[src/verilog/lps_map.svh]
// Contract
// - Stop-grant entered 20 clocks after acknowledge response
// - Halt instruction enters auto-halt
// - Auto-halt wakes on management, init, local, bus interrupts
// - Stop-clock during auto-halt returns to halt
// - Auto-halt keeps processing snoops
// - Reset initializes; stop-grant stays stop-grant
// - Stop-clock deassertion leaves stop-grant to Normal, or to auto-halt if entered from auto-halt
// - Stop-clock released ten clocks after sleep release
// - Chipset keeps bus inputs inactive during sleep
// - Snoop or interrupt transaction enters snoop state
// - Serviced snoop returns to originating state
// - Stop-grant latches events, serviced once in Normal
// - Stop-grant processes snoops, latches bus interrupts
// - Pending break asserted for any latched interrupt
// - Chipset answers pending break by leaving low power
// - Sleep entered and requested only from stop-grant
// - Sleep stops core clocks, keeps PLL
// - No snoops or bus changes around sleep
// - Reset in sleep resets directly
// - Chipset releases sleep and stop-clock after reset
// - Deep-sleep request moves sleep to deep sleep
// - Chipset releases sleep before further bus events
// - Deep-sleep exit waits 30 us for PLL
`ifndef LPS_MAP_SVH
`define LPS_MAP_SVH

`define LPS_CLOCK_MHZ         100
`define LPS_SG_DELAY_CLKS     20
`define LPS_WAKE_GAP_CLKS     10
`define LPS_PLL_SETTLE_US     30
`define LPS_PLL_SETTLE_CLKS   (`LPS_PLL_SETTLE_US * `LPS_CLOCK_MHZ)
`define LPS_RESET_HOLD_CLKS   16
`define LPS_TIMER_W           12
`define LPS_RESET_CNT_W       5

`define LPS_LINT_MASKABLE_IRQ 0
`define LPS_LINT_NMI          1

`define LPS_EV_SMI            0
`define LPS_EV_INIT           1
`define LPS_EV_MASKABLE_IRQ   2
`define LPS_EV_NMI            3
`define LPS_EV_BUS            4
`define LPS_EV_W              5

`endif

[src/verilog/lps_pkg.sv]
`include "lps_map.svh"
package lps_pkg;
    typedef enum logic [3:0] {
        LPS_NORMAL, LPS_AUTO_HALT, LPS_SG_ACK, LPS_SG_COUNT, LPS_STOP_GRANT,
        LPS_SNOOP, LPS_SLEEP, LPS_DEEP_SLEEP, LPS_DEEP_EXIT
    } lps_state_t;

    typedef enum logic [3:0] {
        LPS_H_RUN, LPS_H_WAIT_ACK, LPS_H_COUNT, LPS_H_GRANTED, LPS_H_SLEEP,
        LPS_H_DEEP, LPS_H_DEEP_EXIT, LPS_H_WAKE_GAP
    } lps_host_state_t;

    typedef logic [`LPS_EV_W-1:0]    lps_events_t;
    typedef logic [`LPS_TIMER_W-1:0] lps_count_t;
endpackage : lps_pkg

[src/verilog/lps_if.sv]
`timescale 1ns/100ps
interface lps_if;
    logic       stop_clock_req_n;
    logic       sleep_req_n;
    logic       deep_sleep_req_n;
    logic       cpu_reset_n;
    logic       sys_mgmt_irq_n;
    logic       soft_init_n;
    logic [1:0] local_irq_lines;
    logic       sg_response;
    logic       snoop_valid;
    logic       snoop_is_irq;
    logic       snoop_other_done;
    logic       stop_grant_ack;
    logic       snoop_ack;
    logic       pending_break_n;

    modport cpu (
        input  stop_clock_req_n, sleep_req_n, deep_sleep_req_n, cpu_reset_n,
        input  sys_mgmt_irq_n, soft_init_n, local_irq_lines, sg_response,
        input  snoop_valid, snoop_is_irq, snoop_other_done,
        output stop_grant_ack, snoop_ack, pending_break_n
    );

    modport chipset (
        output stop_clock_req_n, sleep_req_n, deep_sleep_req_n, cpu_reset_n,
        output sys_mgmt_irq_n, soft_init_n, local_irq_lines, sg_response,
        output snoop_valid, snoop_is_irq, snoop_other_done,
        input  stop_grant_ack, snoop_ack, pending_break_n
    );
endinterface : lps_if

[src/verilog/lps_cpu_end.sv]
`timescale 1ns/100ps
`include "lps_map.svh"
module lps_cpu_end (
    lps_if.cpu                         bus,
    input  wire logic                  clock,
    input  wire logic                  reset_n,
    input  wire logic                  halt_exec,
    input  wire logic                  irq_enable_flag,
    output lps_pkg::lps_state_t        state,
    output logic                       core_clock_run,
    output logic                       pll_run,
    output lps_pkg::lps_events_t       service
);
    import lps_pkg::*;

    lps_state_t  next_state;
    lps_events_t pending;
    lps_events_t raw_events;
    lps_events_t serviceable;
    logic        halted;
    logic        snoop_from_grant;
    logic        smi_prev;
    logic        init_prev;
    logic [1:0]  lint_prev;
    logic        awake;
    logic        stop_req;
    logic        timer_load;
    lps_count_t  timer_value;
    logic        timer_done;
    logic        next_asleep;

    assign stop_req    = !bus.stop_clock_req_n;
    assign awake       = !(state inside {LPS_SLEEP, LPS_DEEP_SLEEP, LPS_DEEP_EXIT});
    assign next_asleep = next_state inside {LPS_SLEEP, LPS_DEEP_SLEEP, LPS_DEEP_EXIT};

    lps_cycle_timer u_timer (
        .clock      (clock),
        .reset_n    (reset_n),
        .load       (timer_load),
        .load_value (timer_value),
        .done       (timer_done)
    );

    // Edge detection of interrupt pins, bus message on snoop answer
    always_comb begin
        raw_events                       = '0;
        raw_events[`LPS_EV_SMI]          = smi_prev && !bus.sys_mgmt_irq_n;
        raw_events[`LPS_EV_INIT]         = init_prev && !bus.soft_init_n;
        raw_events[`LPS_EV_MASKABLE_IRQ] = !lint_prev[`LPS_LINT_MASKABLE_IRQ]
                                           && bus.local_irq_lines[`LPS_LINT_MASKABLE_IRQ];
        raw_events[`LPS_EV_NMI]          = !lint_prev[`LPS_LINT_NMI]
                                           && bus.local_irq_lines[`LPS_LINT_NMI];
        raw_events[`LPS_EV_BUS]          = bus.snoop_ack && bus.snoop_is_irq;
        if (!awake) begin
            raw_events = '0;
        end
    end

    always_comb begin
        serviceable = '0;
        if (state == LPS_NORMAL && bus.cpu_reset_n) begin
            serviceable = pending;
            if (!irq_enable_flag) begin
                serviceable[`LPS_EV_MASKABLE_IRQ] = 1'b0;
            end
        end
    end

    always_comb begin
        next_state  = state;
        timer_load  = 1'b0;
        timer_value = '0;
        case (state)
            LPS_NORMAL: begin
                if (stop_req) begin
                    next_state = LPS_SG_ACK;
                end else if (halt_exec) begin
                    next_state = LPS_AUTO_HALT;
                end
            end
            LPS_AUTO_HALT: begin
                if (stop_req) begin
                    next_state = LPS_SG_ACK;
                end else if (bus.snoop_valid) begin
                    next_state = LPS_SNOOP;
                end else if (|pending) begin
                    next_state = LPS_NORMAL;
                end
            end
            LPS_SG_ACK: begin
                if (bus.sg_response) begin
                    next_state  = LPS_SG_COUNT;
                    timer_load  = 1'b1;
                    timer_value = `LPS_TIMER_W'(`LPS_SG_DELAY_CLKS - 1);
                end
            end
            LPS_SG_COUNT: begin
                if (timer_done) begin
                    next_state = LPS_STOP_GRANT;
                end
            end
            LPS_STOP_GRANT: begin
                if (!stop_req) begin
                    next_state = halted ? LPS_AUTO_HALT : LPS_NORMAL;
                end else if (!bus.sleep_req_n) begin
                    next_state = LPS_SLEEP;
                // snoop state entry, snoops in grant
                end else if (bus.snoop_valid) begin
                    next_state = LPS_SNOOP;
                end
            end
            LPS_SNOOP: begin
                if (bus.snoop_ack || bus.snoop_other_done) begin
                    next_state = snoop_from_grant ? LPS_STOP_GRANT : LPS_AUTO_HALT;
                end
            end
            LPS_SLEEP: begin
                if (!bus.deep_sleep_req_n) begin
                    next_state = LPS_DEEP_SLEEP;
                end else if (bus.sleep_req_n) begin
                    next_state = LPS_STOP_GRANT;
                end
            end
            LPS_DEEP_SLEEP: begin
                if (bus.deep_sleep_req_n) begin
                    next_state  = LPS_DEEP_EXIT;
                    timer_load  = 1'b1;
                    timer_value = `LPS_TIMER_W'(`LPS_PLL_SETTLE_CLKS - 1);
                end
            end
            LPS_DEEP_EXIT: begin
                if (timer_done) begin
                    next_state = LPS_SLEEP;
                end
            end
            default: begin
                next_state = LPS_NORMAL;
            end
        endcase
        // reset keeps grant, sleep resets directly, reset exit
        if (!bus.cpu_reset_n) begin
            next_state = (stop_req && awake) ? LPS_STOP_GRANT : LPS_NORMAL;
            timer_load = 1'b0;
        end
    end

    always_ff @(posedge clock or negedge reset_n) begin
        if (!reset_n) begin
            state <= LPS_NORMAL;
        end else begin
            state <= next_state;
        end
    end

    always_ff @(posedge clock or negedge reset_n) begin
        if (!reset_n) begin
            halted           <= 1'b0;
            snoop_from_grant <= 1'b0;
        end else begin
            if (next_state == LPS_AUTO_HALT) begin
                halted <= 1'b1;
            end else if (next_state == LPS_NORMAL) begin
                halted <= 1'b0;
            end
            if (next_state == LPS_SNOOP && state != LPS_SNOOP) begin
                snoop_from_grant <= (state == LPS_STOP_GRANT);
            end
        end
    end

    always_ff @(posedge clock or negedge reset_n) begin
        if (!reset_n) begin
            smi_prev  <= 1'b1;
            init_prev <= 1'b1;
            lint_prev <= 2'h0;
        end else begin
            smi_prev  <= bus.sys_mgmt_irq_n;
            init_prev <= bus.soft_init_n;
            lint_prev <= bus.local_irq_lines;
        end
    end

    // latch events, set wins over clear; reset initializes
    always_ff @(posedge clock or negedge reset_n) begin
        if (!reset_n) begin
            pending <= '0;
            service <= '0;
        end else if (!bus.cpu_reset_n) begin
            pending <= '0;
            service <= '0;
        end else begin
            pending <= (pending & ~serviceable) | raw_events;
            service <= serviceable;
        end
    end

    always_ff @(posedge clock or negedge reset_n) begin
        if (!reset_n) begin
            bus.stop_grant_ack  <= 1'b0;
            bus.snoop_ack       <= 1'b0;
            bus.pending_break_n <= 1'b1;
            core_clock_run      <= 1'b1;
            pll_run             <= 1'b1;
        end else begin
            bus.stop_grant_ack  <= (next_state == LPS_SG_ACK) && (state != LPS_SG_ACK);
            bus.snoop_ack       <= bus.snoop_valid && !bus.snoop_ack && awake
                                   && !bus.snoop_other_done;
            bus.pending_break_n <= !((next_state == LPS_STOP_GRANT) && (|pending));
            core_clock_run      <= !next_asleep;
            pll_run             <= (next_state != LPS_DEEP_SLEEP);
        end
    end
endmodule : lps_cpu_end

[src/verilog/lps_cycle_timer.sv]
`timescale 1ns/100ps
module lps_cycle_timer (
    input  wire logic                clock,
    input  wire logic                reset_n,
    input  wire logic                load,
    input  wire lps_pkg::lps_count_t load_value,
    output logic                     done
);
    import lps_pkg::*;

    lps_count_t count;
    logic       running;

    // Done rises load_value edges after the loading edge
    assign done = running && (count == '0);

    always_ff @(posedge clock or negedge reset_n) begin
        if (!reset_n) begin
            count   <= '0;
            running <= 1'b0;
        end else if (load) begin
            count   <= load_value;
            running <= 1'b1;
        end else if (done) begin
            running <= 1'b0;
        end else if (running) begin
            count   <= count - 1'b1;
        end
    end
endmodule : lps_cycle_timer

[src/flat_wrapper.sv]
// flat-port wrapper written by rule: the top's interface ports become plain ports
module lps_cpu_end_flat import lps_pkg::*;
  (clock, reset_n, halt_exec, irq_enable_flag, state, core_clock_run, pll_run, service, bus_stop_clock_req_n, bus_sleep_req_n, bus_deep_sleep_req_n, bus_cpu_reset_n, bus_sys_mgmt_irq_n, bus_soft_init_n, bus_local_irq_lines, bus_sg_response, bus_snoop_valid, bus_snoop_is_irq, bus_snoop_other_done, bus_stop_grant_ack, bus_snoop_ack, bus_pending_break_n);
  lps_if bus_i ();
  input  wire logic clock;
  input  wire logic reset_n;
  input  wire logic halt_exec;
  input  wire logic irq_enable_flag;
  output lps_pkg::lps_state_t state;
  output logic core_clock_run;
  output logic pll_run;
  output lps_pkg::lps_events_t service;
  input wire logic [$bits(bus_i.stop_clock_req_n)-1:0] bus_stop_clock_req_n;
  input wire logic [$bits(bus_i.sleep_req_n)-1:0] bus_sleep_req_n;
  input wire logic [$bits(bus_i.deep_sleep_req_n)-1:0] bus_deep_sleep_req_n;
  input wire logic [$bits(bus_i.cpu_reset_n)-1:0] bus_cpu_reset_n;
  input wire logic [$bits(bus_i.sys_mgmt_irq_n)-1:0] bus_sys_mgmt_irq_n;
  input wire logic [$bits(bus_i.soft_init_n)-1:0] bus_soft_init_n;
  input wire logic [$bits(bus_i.local_irq_lines)-1:0] bus_local_irq_lines;
  input wire logic [$bits(bus_i.sg_response)-1:0] bus_sg_response;
  input wire logic [$bits(bus_i.snoop_valid)-1:0] bus_snoop_valid;
  input wire logic [$bits(bus_i.snoop_is_irq)-1:0] bus_snoop_is_irq;
  input wire logic [$bits(bus_i.snoop_other_done)-1:0] bus_snoop_other_done;
  output wire logic [$bits(bus_i.stop_grant_ack)-1:0] bus_stop_grant_ack;
  output wire logic [$bits(bus_i.snoop_ack)-1:0] bus_snoop_ack;
  output wire logic [$bits(bus_i.pending_break_n)-1:0] bus_pending_break_n;
  assign bus_i.stop_clock_req_n = bus_stop_clock_req_n;
  assign bus_i.sleep_req_n = bus_sleep_req_n;
  assign bus_i.deep_sleep_req_n = bus_deep_sleep_req_n;
  assign bus_i.cpu_reset_n = bus_cpu_reset_n;
  assign bus_i.sys_mgmt_irq_n = bus_sys_mgmt_irq_n;
  assign bus_i.soft_init_n = bus_soft_init_n;
  assign bus_i.local_irq_lines = bus_local_irq_lines;
  assign bus_i.sg_response = bus_sg_response;
  assign bus_i.snoop_valid = bus_snoop_valid;
  assign bus_i.snoop_is_irq = bus_snoop_is_irq;
  assign bus_i.snoop_other_done = bus_snoop_other_done;
  assign bus_stop_grant_ack = bus_i.stop_grant_ack;
  assign bus_snoop_ack = bus_i.snoop_ack;
  assign bus_pending_break_n = bus_i.pending_break_n;
  lps_cpu_end u_core (.bus(bus_i), .clock(clock), .reset_n(reset_n), .halt_exec(halt_exec), .irq_enable_flag(irq_enable_flag), .state(state), .core_clock_run(core_clock_run), .pll_run(pll_run), .service(service));
endmodule
[config.mk]
export PLATFORM = sky130hd
export DESIGN_NAME = lps_cpu_end_flat
export DESIGN_NICKNAME = d
export VERILOG_FILES = /design/src/verilog/lps_pkg.sv /design/src/verilog/lps_if.sv /design/src/verilog/lps_cpu_end.sv /design/src/verilog/lps_cycle_timer.sv /design/src/flat_wrapper.sv
export VERILOG_INCLUDE_DIRS = /design/src /design/src/verilog
export SDC_FILE = /design/constraint.sdc
export NUM_CORES = 1
export LEC_CHECK = 0
export BUFFER_PORTS_ARGS = -buffer_cell sky130_fd_sc_hd__buf_2
export CAP_MARGIN = 5
export CORE_UTILIZATION = 51
export CTS_CLUSTER_DIAMETER = 60
export DETAILED_ROUTE_END_ITERATION = 10
export GPL_ROUTABILITY_DRIVEN = 1
export HOLD_SLACK_MARGIN = 0.15
export PLACE_DENSITY = 0.72
export RECOVER_POWER = 100
export SYNTH_ARGS = -nofsm -noshare
export SYNTH_HDL_FRONTEND = slang
export SYNTH_SLANG_ARGS = --single-unit
[constraint.sdc]
create_clock -name clock -period 3 [get_ports clock]
set_clock_uncertainty 0.05 [all_clocks]
set_input_delay 0.15 -clock clock [delete_from_list [all_inputs] [get_ports clock]]
set_output_delay 0.15 -clock clock [all_outputs]
set_load 0.02 [all_outputs]
After elaboration in Yosys (flattened, before gate mapping)
Cells that the tools add are included.
{ "op_classes": {"eq_ne": 19, "add_sub_neg": 1, "mux": 39, "n_reduce_logical": 35, "n_bitwise": 3} }
{ "op_table": {"columns": ["op", "count"], "rows": [
  ["$mux 4", 16],
  ["$mux 12", 4],
  ["$pmux 4 s9", 1],
  ["$eq 4x3->1 const B", 8],
  ["$mux 5", 5],
  ["$pmux 12 s2", 1],
  ["$logic_and 1x1->1", 14],
  ["$eq 4x2->1 const B", 3],
  ["$logic_not 12->1", 1],
  ["$sub 12x1->12 const B", 1],
  ["$logic_not 1->1", 10],
  ["$mux 1", 9],
  ["$eq 4x1->1 const B", 2],
  ["$eq 4x4->1 const B", 2],
  ["$logic_not 4->1", 2],
  ["$ne 4x3->1 const B", 2],
  ["$mux 3", 2],
  ["$reduce_bool 2->1", 3],
  ["$reduce_bool 3->1", 2],
  ["$and 5x5->5", 1],
  ["$not 5->5", 1],
  ["$or 5x5->5", 1],
  ["$reduce_or 5->1", 1],
  ["$ne 4x2->1 const B", 1],
  ["4 further kinds", 4]
]} }
{ "word_totals": {"out_inout_bits": 14, "reg_bits": 38} }

Depth between registers and ports, before layout
Gate-level depths: netlist (run 1).
{ "logic_depth": {"depth_word": 9, "depth_mapped": 10, "ltp_nobuf": 10} }

Hierarchy
A second synthesis (run 1) with hierarchy kept.
{ "unflattened": {"cells_unflattened": 215, "hier_area_um2": 2094.5} }
{ "modules_own_cells": {"columns": ["mod", "seq_area_each_um2", "area_each_um2", "n_inst", "cells_each"], "rows": [
  ["lps_cpu_end", 631.9, 1286.2, 1, 125],
  ["lps_cycle_timer", 325.3, 808.3, 1, 90]
]} }

Least setup slack after synthesis (run 1)
Ideal clock, no wire load.
{ "synth_timing": {"path_type": "reg-to-reg", "from": "reg u_core.u_timer.count[0]", "to": "reg u_core.snoop_from_grant", "required_time_ns": 2.822, "path_buffers": 0, "slack_ns": 0.724, "period_less_slack_ns": 2.276, "stages_incl_launch_ff": 9, "arrival_ns": 2.098, "setup_ns": 0.128, "cell_sequence": "dfrtp_1 > inv_1 > ha_1 > nor4b_2 > nand4_1 > or4b_1 > nand3_2 > nor3b_2 > mux2_1"} }
{ "synth_between": {"elab_chain_len": 7, "elab_cells_between_ends": 8, "classes_between": "eq/ne: 1; mux: 4; reduce/logical: 3"} }
{ "synth_rtl": {"columns": ["item", "line", "rtl"], "rows": [
  ["start, declared", "lps_cycle_timer.sv:11", "lps_count_t count;"],
  ["start signal, assigned", "lps_cycle_timer.sv:22", "count <= load_value;"],
  ["start signal, assigned", "lps_cycle_timer.sv:27", "count <= count - 1'b1;"],
  ["$logic_not 12->1 *", "lps_cycle_timer.sv:15", "assign done = running && (count == '0);"],
  ["$logic_and 1x1->1 *", "lps_cycle_timer.sv:15", null],
  ["$mux 4 (on tied branches)", "lps_cpu_end.sv:132, lps_cpu_end.sv:98", null],
  ["$pmux 4 s9 *", "lps_cpu_end.sv:73", "case (state)"],
  ["$mux 4 *", "lps_cpu_end.sv:141", "if (!bus.cpu_reset_n) begin"],
  ["via u_core.next_state[2]", "lps_cpu_end.sv:16", "lps_state_t next_state;"],
  ["$eq 4x3->1 *", "lps_cpu_end.sv:165", "if (next_state == LPS_SNOOP && state != LPS_SNOOP) begin"],
  ["$logic_and 1x1->1 *", "lps_cpu_end.sv:165", null],
  ["end signal, assigned", "lps_cpu_end.sv:166", "snoop_from_grant <= (state == LPS_STOP_GRANT);"],
  ["end, declared", "lps_cpu_end.sv:21", "logic snoop_from_grant;"]
]} }
Mark *: on every way through the listed nets, which the timed path passes. The rest lies on a longest branch.
A chain may end at the register's enable or synchronous reset.

Worst setup path in the final report (run 1)
Same ends and word-level chain as after synthesis.

==> results.tsv, run 1 <==
stage	metric	value	unit
synth	async set-or-reset flop fraction in the synthesized netlist	100	%
cells_and_area	synth-to-layout area growth	17.5	%
worst_setup_path	critical-path cell with the highest stage delay	sky130_fd_sc_hd__or4b_1	
sta	count of final setup violators	0	
power_and_ir_drop	maximum VDD drop	0.000488	V
cts	# H-tree levels	2	
worst_setup_path	endpoint of the worst register-to-register path	u_core.snoop_from_grant$_DFFE_PN0P_	
cts	CTS Buf Count	5	
grt	initial antenna violation count	0	
grt	global routing usage summed across all routing layers	24.7	%
place	GP Congestion	0.933	
routing	wire length reported by the detailed router	4690	um
die	area of the die	4260	um2
worst_setup_path	critical path launch point type	flip-flop	
worst_setup_path	largest fanout on the critical path	7	
sta	Final min period	2.58	ns
die	initial standard-cell utilization of the core	54.6	%
routing	number of vias per cell after detailed routing	5.72	
cts	count of cells resized by post-cts repair	0	
sta	share of the clock period used by the worst path after layout	85.9	%
routing	residual DRC count	0	
cts	Max Root-Sink Buffers	2	
synth	count of warnings emitted by yosys	0	
synth	Seq/Total Area, Yosys	46.8	%
power_and_ir_drop	LEAKAGE	1.06	nW
job	Max Cap Viol	1	
synth	synthesized area per cell	9.29	um2
cells_and_area	final standard cell utilization of the core	64.1	%
grt	global-route wire length before repair	7910	um
routing	WL/cell	15.1	um
synth	synthesized instance count	220	
synth	post-synthesis instance area	2040	um2
cells_and_area	Final Cell Area	2400	um2
worst_setup_path	gate family responsible for the most delay along the worst path	simple AND/OR/NAND/NOR gates	
worst_setup_path	data required time of the worst path	3.12	ns
die	width of the die	65.3	um
cts	CTS clk-pin slew, worst paths	0.07	ns
sta	Worst-Margin Slew	1.98	ns
power_and_ir_drop	Pwr per Cell Area	750	nW/um2
worst_setup_path	worst reg2reg setup slack	0.42	ns
status	violated checks	capacitance limit, slew limit	
hold_path	Worst Min Path Start	bus_cpu_reset_n	
worst_setup_path	kind of capture point of the worst setup path	flip-flop	
worst_setup_path	list of cells traversed by the critical path	inv_1 > ha_1 > nor4b_1 > nand4_1 > or4b_1 > nand3_2 > nor3b_2 > mux2_1	
sta	total count of max-transition violations in the final report	39	
place	Placed Area	2240	um2
cells_and_area	leading cell type in the layout, fill and taps excluded	sky130_fd_sc_hd__dfrtp_1	
synth	number of synthesized flops with an enable pin	0	
die	Die H	65.3	um
cells_and_area	antenna diode count	0	
grt	global route total overflow	0	
worst_setup_path	critical path start-end classification	flip-flop to flip-flop	
hold_path	WHS Path Cells	2	
sta	number of endpoints with negative hold slack in the final report	0	
die	Rows	22	
status	outcome	finished, violations left	
hold_path	Endpoint, Worst Hold	u_core.pending[1]$_DFF_PN0_	
cts	clock sink count	38	
grt	via count of the first global-routing pass	1637	
sta	Sum Neg Setup Slack	0	ns
synth	Net Count, Synth	238	
routing	vias	1772	
power_and_ir_drop	Power Total	1.80	mW
cells_and_area	commonest cells after routing, fill and taps aside	sky130_fd_sc_hd__dfrtp_1 (33), sky130_fd_sc_hd__nand2_1 (29), sky130_fd_sc_hd__clkbuf_1 (21), sky130_fd_sc_hd__a21oi_1 (17), sky130_fd_sc_hd__nor2_1 (16)	
worst_setup_path	Buffers & Inverters on Critical Path	1	
sta	final critical-path setup slack	0.422	ns
die	Boundary Pins	30	
synth	Yosys reg bits	38	
cells_and_area	number of nets in the layout	279	
cts	Worst-Skew Late Latency	0.29	ns
place	port bufs	29	
cts	clock tree from TritonCTS	done	
cells_and_area	layout cells sized above 1	13.0	%
sta	relative slew slack	-31.7	%
cts	clock tree root buffer cell	sky130_fd_sc_hd__clkbuf_8	
die	Core Footprint	3740	um2
synth	Synth Flop Type	sky130_fd_sc_hd__dfrtp_1	
sta	highest clock rate	388	MHz
worst_setup_path	Arr. time, crit path	2.70	ns
grt	largest net degree at the start of global routing	39	
synth	Cell variety after synth	54	
routing	number of DRC violations after detailed-routing iteration 0	159	
worst_setup_path	slowest stage delay, CP	0.51	ns
place	pre-CTS WS	0.507	ns
hold_path	kind of path behind the tightest hold check	input pin to flip-flop	
worst_setup_path	launching point of the worst reg2reg path	u_core.u_timer.count[0]$_DFFE_PN0P_	
sta	setup repair after global routing missed its margin	false	
place	estimated wirelength of the detail-placed design	3250	um
routing	DRT Pass-1 Iters	4	
worst_setup_path	depth of the most critical reg-to-reg path	8	
routing	antenna-violating nets left	0	
==> area by class of cell <==
type                            instances  area, um2
Clock buffer                            7       76.3
Tap cell                               48       60.1
Timing Repair Buffer                   43        244
Multi-Input combinational cell        162        991
Fill cell                             332       1340
Inverter                               11       41.3
Clock inverter                          1       30.0
Sequential cell                        38        957
==> per-stage QoR <==
step           std cells  hold slack, ns
6_report             310           0.189
5_1_grt              310           0.186
4_1_cts              310           0.179
3_5_place_dp         293           0.218
3_3_place_gp         293           0.217
2_1_floorplan        220          -0.196
==> cell usage after synthesis, drive strengths merged, types with 2 or more instances <==
cell type	instances	area, um2
clkbuf	3	12.5
nor2	16	60.1
inv	10	37.5
nand2b	3	18.8
or3	2	12.5
dfstp	5	131
a21oi	17	85.1
a21boi	2	15.0
a311oi	2	17.5
nor3	4	31.3
and3	6	37.5
nand4	3	18.8
o31ai	5	37.5
ha	2	25.0
nor2b	8	50.1
xnor2	4	35.0
nor4	4	31.3
nand3	9	50.1
buf	6	35.0
o211ai	3	22.5
a32oi	5	43.8
o21ai	12	60.1
or2	3	18.8
nor3b	3	32.5
nand3b	2	15.0
nand2	29	109
or4	2	18.8
dfrtp	33	826
==> worst max-delay path by stage <==
stage,start,end,cells after the start
after CTS,u_core.state[1]$_DFF_PN0_,u_core.snoop_from_grant$_DFFE_PN0P_,8
final,u_core.u_timer.count[0]$_DFFE_PN0P_,u_core.snoop_from_grant$_DFFE_PN0P_,8
after floorplan,u_core.u_timer.count[0]$_DFFE_PN0P_,u_core.snoop_from_grant$_DFFE_PN0P_,8
after detailed placement,u_core.state[1]$_DFF_PN0_,u_core.snoop_from_grant$_DFFE_PN0P_,8
after global placement,u_core.state[1]$_DFF_PN0_,u_core.snoop_from_grant$_DFFE_PN0P_,8
after global routing,u_core.u_timer.count[0]$_DFFE_PN0P_,u_core.snoop_from_grant$_DFFE_PN0P_,8
==> what timing repair did <==
| action | in CTS | in global routing |
|---|---|---|
| hold buffers | 9 | 0 |
| hold endpoints to repair | 41 | 0 |
| buffers inserted | 0 | 0 |
==> cells by family (layout without fill, tap and decap cells) <==
group                    count (synthesis)  in the layout  share of synthesized area (%)
AND/OR/NAND/NOR                        101            101                           28.0
AO/OA/AOI/OAI                           52             52                           16.4
flip-flops                              38             38                           46.8
buffers and inverters                   20             62                           4.35
XOR/XNOR                                 5              5                           2.14
adder cells (fa/ha/maj)                  2              2                           1.22
multiplexers                             2              2                           1.04
==> sequential cells by signal, indices dropped and copies added, names as in the netlist <==
signal                      count
u_core.snoop_from_grant         1
u_core.u_timer.running          1
u_core.bus.snoop_ack            1
u_core.state                    4
u_core.bus.stop_grant_ack       1
u_core.init_prev                1
u_core.halted                   1
u_core.u_timer.count           12
u_core.lint_prev                2
u_core.smi_prev                 1
u_core.pll_run                  1
u_core.core_clock_run           1
u_core.bus.pending_break_n      1
u_core.pending                  5
u_core.service                  5
==> layer usage <==
metal / vias up / wire (um) / track usage [%] / part of all wire, %
met5: - / 0 / 0 / 0
met4: 0 / 100 / 10.6 / 2.1
met3: 10 / 267 / 3.65 / 5.7
met2: 70 / 2170 / 39.3 / 46
met1: 823 / 2150 / 33.3 / 46
li1: 869 / - / - / -
==> where the power goes <==
group	switching [mW]	leakage, nW	internal (mW)	total [mW]
clock	0.175	0.0524	0.249	0.424
sequential	0.176	0.477	0.636	0.812
combinational	0.325	0.534	0.238	0.563
Note: power is estimated with default switching activity, not from simulation.
==> inputs of run 2 (changes only) <==
--- a/config.mk
+++ b/config.mk
@@ -13,6 +13,7 @@
 export DETAILED_ROUTE_END_ITERATION = 10
 export GPL_ROUTABILITY_DRIVEN = 1
 export HOLD_SLACK_MARGIN = 0.15
+export MAX_ROUTING_LAYER = met4
 export PLACE_DENSITY = 0.72
 export RECOVER_POWER = 100
 export SYNTH_ARGS = -nofsm -noshare
==> run 2 against run 1 <==
- the run still ends with capacitance limit, slew limit left
- clock-buffer cell count did not move
- utilization did not move
- register-to-register slack worse by 0.05 ns
- flip-flop and latch count did not move
- fmax shrank 2.0%
- highest routed layer unchanged
- worst hold slack is essentially flat
- wire length increased by 0.45%
- combinational power increased by 0.7%
- power up 0.21%
- critical path type unchanged
- cell area unchanged
==> results.tsv, run 2 (same netlist as run 1, synthesis figures left out) <==
stage	metric	value	unit	change
routing	Met3 Routed Length	209	um	was 267 um
die	Core Footprint	3740	um2	unchanged
cells_and_area	final standard cell utilization of the core	64.1	%	unchanged
worst_setup_path	critical path launch point type	flip-flop		unchanged
cts	Max Root-Sink Buffers	2		unchanged
power_and_ir_drop	clock network fraction of total power	23.4	%	was 23.6%
worst_setup_path	data required time of the worst path	3.12	ns	about the same
sta	highest clock rate	380	MHz	was 388 MHz
cells_and_area	number of fillers in the final layout	325		was 332
routing	number of DRC violations after detailed-routing iteration 0	200		was 159
sta	relative slew slack	-34.1	%	was -31.7%
cts	Worst-Skew Late Latency	0.29	ns	about the same
place	GP Congestion	0.924		was 0.933
power_and_ir_drop	Power Total	1.80	mW	about the same
routing	WL/cell	15.2	um	was 15.1 um
place	pre-CTS WS	0.516	ns	was 0.507 ns
sta	total count of max-transition violations in the final report	39		unchanged
power_and_ir_drop	maximum VDD drop	0.000536	V	was 0.000488 V
grt	global routing usage summed across all routing layers	25.4	%	was 24.7%
cells_and_area	layout cells sized above 1	12.6	%	was 13.0%
sta	share of the clock period used by the worst path after layout	87.7	%	was 85.9%
worst_setup_path	largest fanout on the critical path	7		unchanged
die	Rows	22		unchanged
routing	residual DRC count	0		unchanged
worst_setup_path	Arr. time, crit path	2.75	ns	was 2.70 ns
cts	CTS Buf Count	5		unchanged
cts	number of buffers inserted by post-CTS setup repair	0		unchanged
cells_and_area	flip-flop count of the largest register after layout	12		unchanged
worst_setup_path	kind of capture point of the worst setup path	flip-flop		unchanged
sta	Sum Neg Setup Slack	0	ns	unchanged
grt	via count of the first global-routing pass	1647		was 1637
grt	global-route wire length before repair	7940	um	was 7910 um
sta	setup repair after global routing missed its margin	false		unchanged
power_and_ir_drop	sequential share of power	45.2	%	was 45.1%
place	Placed Area	2240	um2	unchanged
cts	clock tree from TritonCTS	done		unchanged
cts	CTS clk-pin slew, worst paths	0.07	ns	about the same
power_and_ir_drop	part of the total power dissipated in combinational logic	31.5	%	was 31.3%
routing	antenna-violating nets left	0		unchanged
place	port bufs	29		unchanged
routing	highest metal used	met4		unchanged
routing	number of vias per cell after detailed routing	5.66		was 5.72
cts	clock tree root buffer cell	sky130_fd_sc_hd__clkbuf_8		unchanged
sta	final critical-path setup slack	0.370	ns	was 0.422 ns
power_and_ir_drop	Pwr per Cell Area	751	nW/um2	was 750 nW/um2
job	Max Cap Viol	1		unchanged
worst_setup_path	critical-path cell with the highest stage delay	sky130_fd_sc_hd__or4b_1		unchanged
worst_setup_path	gate family responsible for the most delay along the worst path	simple AND/OR/NAND/NOR gates		unchanged
power_and_ir_drop	net switching component of the power	0.678	mW	was 0.676 mW
cells_and_area	largest register by flop count	u_core.u_timer.count		unchanged
cts	# H-tree levels	2		unchanged
die	area of the die	4260	um2	unchanged
worst_setup_path	list of cells traversed by the critical path	inv_1 > ha_1 > nor4b_2 > nand4_1 > or4b_1 > nand3_1 > nor3b_2 > mux2_1		was inv_1 > ha_1 > nor4b_1 > nand4_1 > or4b_1 > nand3_2 > nor3b_2 > mux2_1
cells_and_area	Final Cell Area	2400	um2	unchanged
sta	count of final setup violators	0		unchanged
power_and_ir_drop	LEAKAGE	1.06	nW	about the same
sta	number of endpoints with negative hold slack in the final report	0		unchanged
status	violated checks	capacitance limit, slew limit		unchanged
grt	global route total overflow	0		unchanged
cts	hold buffers post-CTS	9		unchanged
routing	wire length reported by the detailed router	4710	um	was 4690 um
place	estimated wirelength of the detail-placed design	3220	um	was 3250 um
power_and_ir_drop	switching share of total power	37.6	%	about the same
status	outcome	finished, violations left		unchanged
worst_setup_path	critical path start-end classification	flip-flop to flip-flop		unchanged
cts	count of cells resized by post-cts repair	0		unchanged
routing	vias	1756		was 1772
grt	largest net degree at the start of global routing	39		unchanged
sta	Worst-Margin Slew	2.01	ns	was 1.98 ns
die	initial standard-cell utilization of the core	54.6	%	unchanged
worst_setup_path	slowest stage delay, CP	0.51	ns	about the same
cells_and_area	number of nets in the layout	279		unchanged
cells_and_area	synth-to-layout area growth	17.5	%	unchanged
worst_setup_path	Buffers & Inverters on Critical Path	1		unchanged
cells_and_area	antenna diode count	0		unchanged
cells_and_area	leading cell type in the layout, fill and taps excluded	sky130_fd_sc_hd__dfrtp_1		unchanged
routing	total met2 wirelength after detailed routing	2160	um	was 2170 um
die	Boundary Pins	30		unchanged
routing	routed length on met1	2230	um	was 2150 um
die	Die H	65.3	um	unchanged
power_and_ir_drop	cell internal pwr	1.12	mW	about the same
die	width of the die	65.3	um	unchanged
grt	initial antenna violation count	0		unchanged
sta	Final min period	2.63	ns	was 2.58 ns
cells_and_area	leading registers by flop count	u_core.u_timer.count: 12 flops, u_core.pending: 5 flops, u_core.service: 5 flops		unchanged
hold_path	kind of path behind the tightest hold check	input pin to flip-flop		unchanged
cells_and_area	commonest cells after routing, fill and taps aside	sky130_fd_sc_hd__dfrtp_1 (33), sky130_fd_sc_hd__nand2_1 (29), sky130_fd_sc_hd__clkbuf_1 (22), sky130_fd_sc_hd__a21oi_1 (17), sky130_fd_sc_hd__nor2_1 (16)		was sky130_fd_sc_hd__dfrtp_1 (33), sky130_fd_sc_hd__nand2_1 (29), sky130_fd_sc_hd__clkbuf_1 (21), sky130_fd_sc_hd__a21oi_1 (17), sky130_fd_sc_hd__nor2_1 (16)
routing	DRT Pass-1 Iters	4		unchanged
cts	clock sink count	38		unchanged
==> run 2: cell type report <==
class	count	area (um2)	area share, %
inverters	11	41.3	1.72
flip-flops and latches	38	957	39.9
multi-input cells	162	992	41.3
well taps	48	60.1	2.50
clock buffers	7	76.3	3.18
clock inverters	1	30.0	1.25
repair buffers	43	243	10.1
==> run 2: worst paths after layout <==
check | from | to | slack [ns] | depth (start not counted)
worst min-delay path | bus_cpu_reset_n | u_core.pending[2]$_DFF_PN0_ | 0.19 | 2
max in group asynchronous | reset_n | u_core.lint_prev[0]$_DFF_PN0_ | 0.83 | 2
worst min register to register | u_core.snoop_from_grant$_DFFE_PN0P_ | u_core.snoop_from_grant$_DFFE_PN0P_ | 0.46 | 1
worst max-delay path | u_core.u_timer.count[0]$_DFFE_PN0P_ | u_core.snoop_from_grant$_DFFE_PN0P_ | 0.37 | 8
min in group asynchronous | reset_n | u_core.state[2]$_DFF_PN0_ | 0.92 | 2
worst max register to register | u_core.u_timer.count[0]$_DFFE_PN0P_ | u_core.snoop_from_grant$_DFFE_PN0P_ | 0.37 | 8
==> run 2: metal layers <==
metal / vias up / GRT usage (%)
met2: 59 / 36.2
met3: 11 / 3.99
met1: 818 / 35.6
met5: - / -
li1: 868 / -
met4: 0 / 12.0
==> run 2: metrics by stage <==
step	cells	hold slack, ns
final	310	0.188
after global routing	310	0.186
after CTS	310	0.175
after detailed placement	293	0.220
after global placement	293	0.217
after floorplan	220	-0.196
==> run 2: power by group through the flow <==
stage | sequential, mW | combinational [mW] | clock, mW
CTS | 0.810 | 0.578 | 0.435
global route | 0.833 | 0.642 | 0.459
floorplan | 0.772 | 0.440 | 0
finish | 0.815 | 0.567 | 0.421
detailed placement | 0.820 | 0.564 | 0
global placement | 0.816 | 0.560 | 0
==> run 2: worst reg2reg max path, stage by stage (launching register included) <==
cell and delay, ns:
sky130_fd_sc_hd__dfrtp_1 0.42, sky130_fd_sc_hd__inv_1 0.14, sky130_fd_sc_hd__ha_1 0.16, sky130_fd_sc_hd__nor4b_2 0.26
sky130_fd_sc_hd__nand4_1 0.20, sky130_fd_sc_hd__or4b_1 0.51, sky130_fd_sc_hd__nand3_1 0.23, sky130_fd_sc_hd__nor3b_2 0.22
sky130_fd_sc_hd__mux2_1 0.33
==> inputs of run 3 (changes only) <==
--- a/config.mk
+++ b/config.mk
@@ -14,7 +14,7 @@
 export GPL_ROUTABILITY_DRIVEN = 1
 export HOLD_SLACK_MARGIN = 0.15
 export MAX_ROUTING_LAYER = met4
-export PLACE_DENSITY = 0.72
+export PLACE_DENSITY_LB_ADDON = 0.12
 export RECOVER_POWER = 100
 export SYNTH_ARGS = -nofsm -noshare
 export SYNTH_HDL_FRONTEND = slang
==> run 3 against run 2 <==
- the run still ends with capacitance limit, slew limit left
- global-route usage shrank 0.89 points
- power shrank 0.61%
- register-to-register slack lost 0.03 ns
- die area is the same
- flip-flop and latch count is the same
- final cell count shrank 0.97%
- fmax shrank 0.98%
- clock-buffer cell count is the same
- setup slack lost 0.026 ns
- utilization shrank 0.60 points
==> results.tsv, run 3 (same netlist as run 1, synthesis figures left out) <==
stage	metric	value	unit	change
status	outcome	finished, violations left		unchanged
status	violated checks	capacitance limit, slew limit		unchanged
cts	# H-tree levels	2		unchanged
routing	number of DRC violations after detailed-routing iteration 0	201		was 200
cells_and_area	leading registers by flop count	u_core.u_timer.count: 12 flops, u_core.pending: 5 flops, u_core.service: 5 flops		unchanged
place	Placed Area	2220	um2	was 2240 um2
sta	number of endpoints with negative hold slack in the final report	0		unchanged
cells_and_area	number of nets in the layout	276		was 279
worst_setup_path	critical path start-end classification	flip-flop to flip-flop		unchanged
worst_setup_path	data required time of the worst path	3.12	ns	about the same
routing	WL/cell	15.0	um	was 15.2 um
grt	global-route wire length before repair	7710	um	was 7940 um
job	Max Cap Viol	1		unchanged
cells_and_area	commonest cells after routing, fill and taps aside	sky130_fd_sc_hd__dfrtp_1 (33), sky130_fd_sc_hd__nand2_1 (29), sky130_fd_sc_hd__clkbuf_1 (22), sky130_fd_sc_hd__a21oi_1 (17), sky130_fd_sc_hd__nor2_1 (16)		unchanged
cells_and_area	antenna diode count	0		unchanged
routing	DRT Pass-1 Iters	4		unchanged
routing	wire length reported by the detailed router	4600	um	was 4710 um
cts	count of cells resized by post-cts repair	0		unchanged
die	width of the die	65.3	um	unchanged
sta	setup repair after global routing missed its margin	false		unchanged
routing	number of vias per cell after detailed routing	5.71		was 5.66
sta	share of the clock period used by the worst path after layout	88.5	%	was 87.7%
sta	highest clock rate	377	MHz	was 380 MHz
sta	count of final setup violators	0		unchanged
die	initial standard-cell utilization of the core	54.6	%	unchanged
power_and_ir_drop	LEAKAGE	1.04	nW	was 1.06 nW
die	Die H	65.3	um	unchanged
grt	largest net degree at the start of global routing	39		unchanged
cts	Max Root-Sink Buffers	2		unchanged
cells_and_area	FF+latch area	957	um2	unchanged
worst_setup_path	kind of capture point of the worst setup path	flip-flop		unchanged
cts	clock tree root buffer cell	sky130_fd_sc_hd__clkbuf_8		unchanged
grt	global route total overflow	0		unchanged
cells_and_area	flip-flop count of the largest register after layout	12		unchanged
place	GP Congestion	0.905		was 0.924
cells_and_area	number of fillers in the final layout	351		was 325
cells_and_area	Final Cell Area	2380	um2	was 2400 um2
hold_path	kind of path behind the tightest hold check	input pin to flip-flop		unchanged
cts	CTS clk-pin slew, worst paths	0.08	ns	was 0.07 ns
routing	vias	1754		was 1756
cells_and_area	layout cells sized above 1	11.6	%	was 12.6%
cells_and_area	leading cell type in the layout, fill and taps excluded	sky130_fd_sc_hd__dfrtp_1		unchanged
sta	total count of max-transition violations in the final report	39		unchanged
die	Boundary Pins	30		unchanged
power_and_ir_drop	maximum VDD drop	0.000505	V	was 0.000536 V
sta	Final min period	2.66	ns	was 2.63 ns
cts	clock sink count	38		unchanged
worst_setup_path	critical path launch point type	flip-flop		unchanged
die	Core Footprint	3740	um2	unchanged
power_and_ir_drop	Power Total	1.79	mW	was 1.80 mW
grt	global routing usage summed across all routing layers	24.5	%	was 25.4%
die	area of the die	4260	um2	unchanged
cells_and_area	largest register by flop count	u_core.u_timer.count		unchanged
grt	initial antenna violation count	0		unchanged
worst_setup_path	Arr. time, crit path	2.78	ns	was 2.75 ns
sta	Worst-Margin Slew	1.99	ns	was 2.01 ns
cells_and_area	synth-to-layout area growth	16.4	%	was 17.5%
place	port bufs	29		unchanged
cts	clock tree from TritonCTS	done		unchanged
sta	relative slew slack	-32.9	%	was -34.1%
routing	residual DRC count	0		unchanged
cts	Worst-Skew Late Latency	0.28	ns	was 0.29 ns
power_and_ir_drop	Pwr per Cell Area	754	nW/um2	was 751 nW/um2
cts	CTS Buf Count	5		unchanged
routing	antenna-violating nets left	0		unchanged
grt	via count of the first global-routing pass	1621		was 1647
worst_setup_path	largest fanout on the critical path	20		was 7
place	estimated wirelength of the detail-placed design	3190	um	was 3220 um
sta	Sum Neg Setup Slack	0	ns	unchanged
cells_and_area	total area of multi-input combinational cells	992	um2	unchanged
die	Rows	22		unchanged
==> run 3: cell types whose count changed in the layout (fill, tap and decap cells not counted) <==
cell / before / now
sky130_fd_sc_hd__o21ai_0: 11 / 10
sky130_fd_sc_hd__o21ai_1: 1 / 2
sky130_fd_sc_hd__buf_4: 3 / 0
==> run 3: report_power, final <==
| part | leakage [nW] | total [mW] | switching, mW | internal [mW] |
|---|---|---|---|---|
| Clock | 0.0524 | 0.420 | 0.171 | 0.249 |
| Combinational | 0.513 | 0.561 | 0.325 | 0.236 |
| Sequential | 0.477 | 0.811 | 0.175 | 0.636 |
| Total | 1.04 | 1.79 | 0.671 | 1.12 |
==> run 3: what timing repair did <==
action                    4_1_cts  5_1_grt
hold buffers                    9        0
buffers inserted                0        0
hold endpoints to repair       41        0
==> run 3: routing by layer <==
layer,vias up,GRT usage (%),part of all wire (%)
met5,-,-,0
li1,864,-,-
met1,826,34.7,48
met2,58,35.8,45
met4,0,6.79,1.2
met3,6,5.03,5.9
==> run 3: worst paths after layout <==
| path | slack [ns] | start | cells after the start | endpoint |
|---|---|---|---|---|
| hold reg to reg | 0.47 | u_core.snoop_from_grant$_DFFE_PN0P_ | 1 | u_core.snoop_from_grant$_DFFE_PN0P_ |
| setup reg to reg | 0.34 | u_core.state[1]$_DFF_PN0_ | 7 | u_core.snoop_from_grant$_DFFE_PN0P_ |
| hold / removal | 0.19 | bus_cpu_reset_n | 2 | u_core.pending[0]$_DFF_PN0_ |
| max in group asynchronous | 0.84 | reset_n | 2 | u_core.u_timer.count[5]$_DFFE_PN0P_ |
| min in group asynchronous | 0.92 | reset_n | 2 | u_core.state[1]$_DFF_PN0_ |
| setup / recovery | 0.34 | u_core.state[1]$_DFF_PN0_ | 7 | u_core.snoop_from_grant$_DFFE_PN0P_ |
==> run 3: cell type report <==
cell class,instances,share of cell area (%)
multi-input cells,162,41.7
inverters,11,1.74
clock buffers,7,3.21
well taps,48,2.53
flip-flops and latches,38,40.3
repair buffers,40,9.26
clock inverters,1,1.26
==> run 3: metrics by stage <==
step           hold WS (ns)  utilization (%)  setup slack [ns]  cells
2_1_floorplan        -0.196                -             0.724    220
3_3_place_gp          0.217             59.2             0.490    290
3_5_place_dp          0.217             59.2             0.462    290
4_1_cts               0.181             64.4             0.462    307
5_1_grt               0.212             63.5             0.126    307
6_report              0.193             63.5             0.344    307
==> run 3: critical path, cell delays in order (launching register included) <==
cell and delay (ns):
sky130_fd_sc_hd__dfrtp_1 0.75, sky130_fd_sc_hd__nor2_1 0.19, sky130_fd_sc_hd__and2_0 0.25, sky130_fd_sc_hd__a221o_1 0.32, sky130_fd_sc_hd__a32oi_1 0.16, sky130_fd_sc_hd__nand3_1 0.26
sky130_fd_sc_hd__nor3b_2 0.25, sky130_fd_sc_hd__mux2_1 0.32
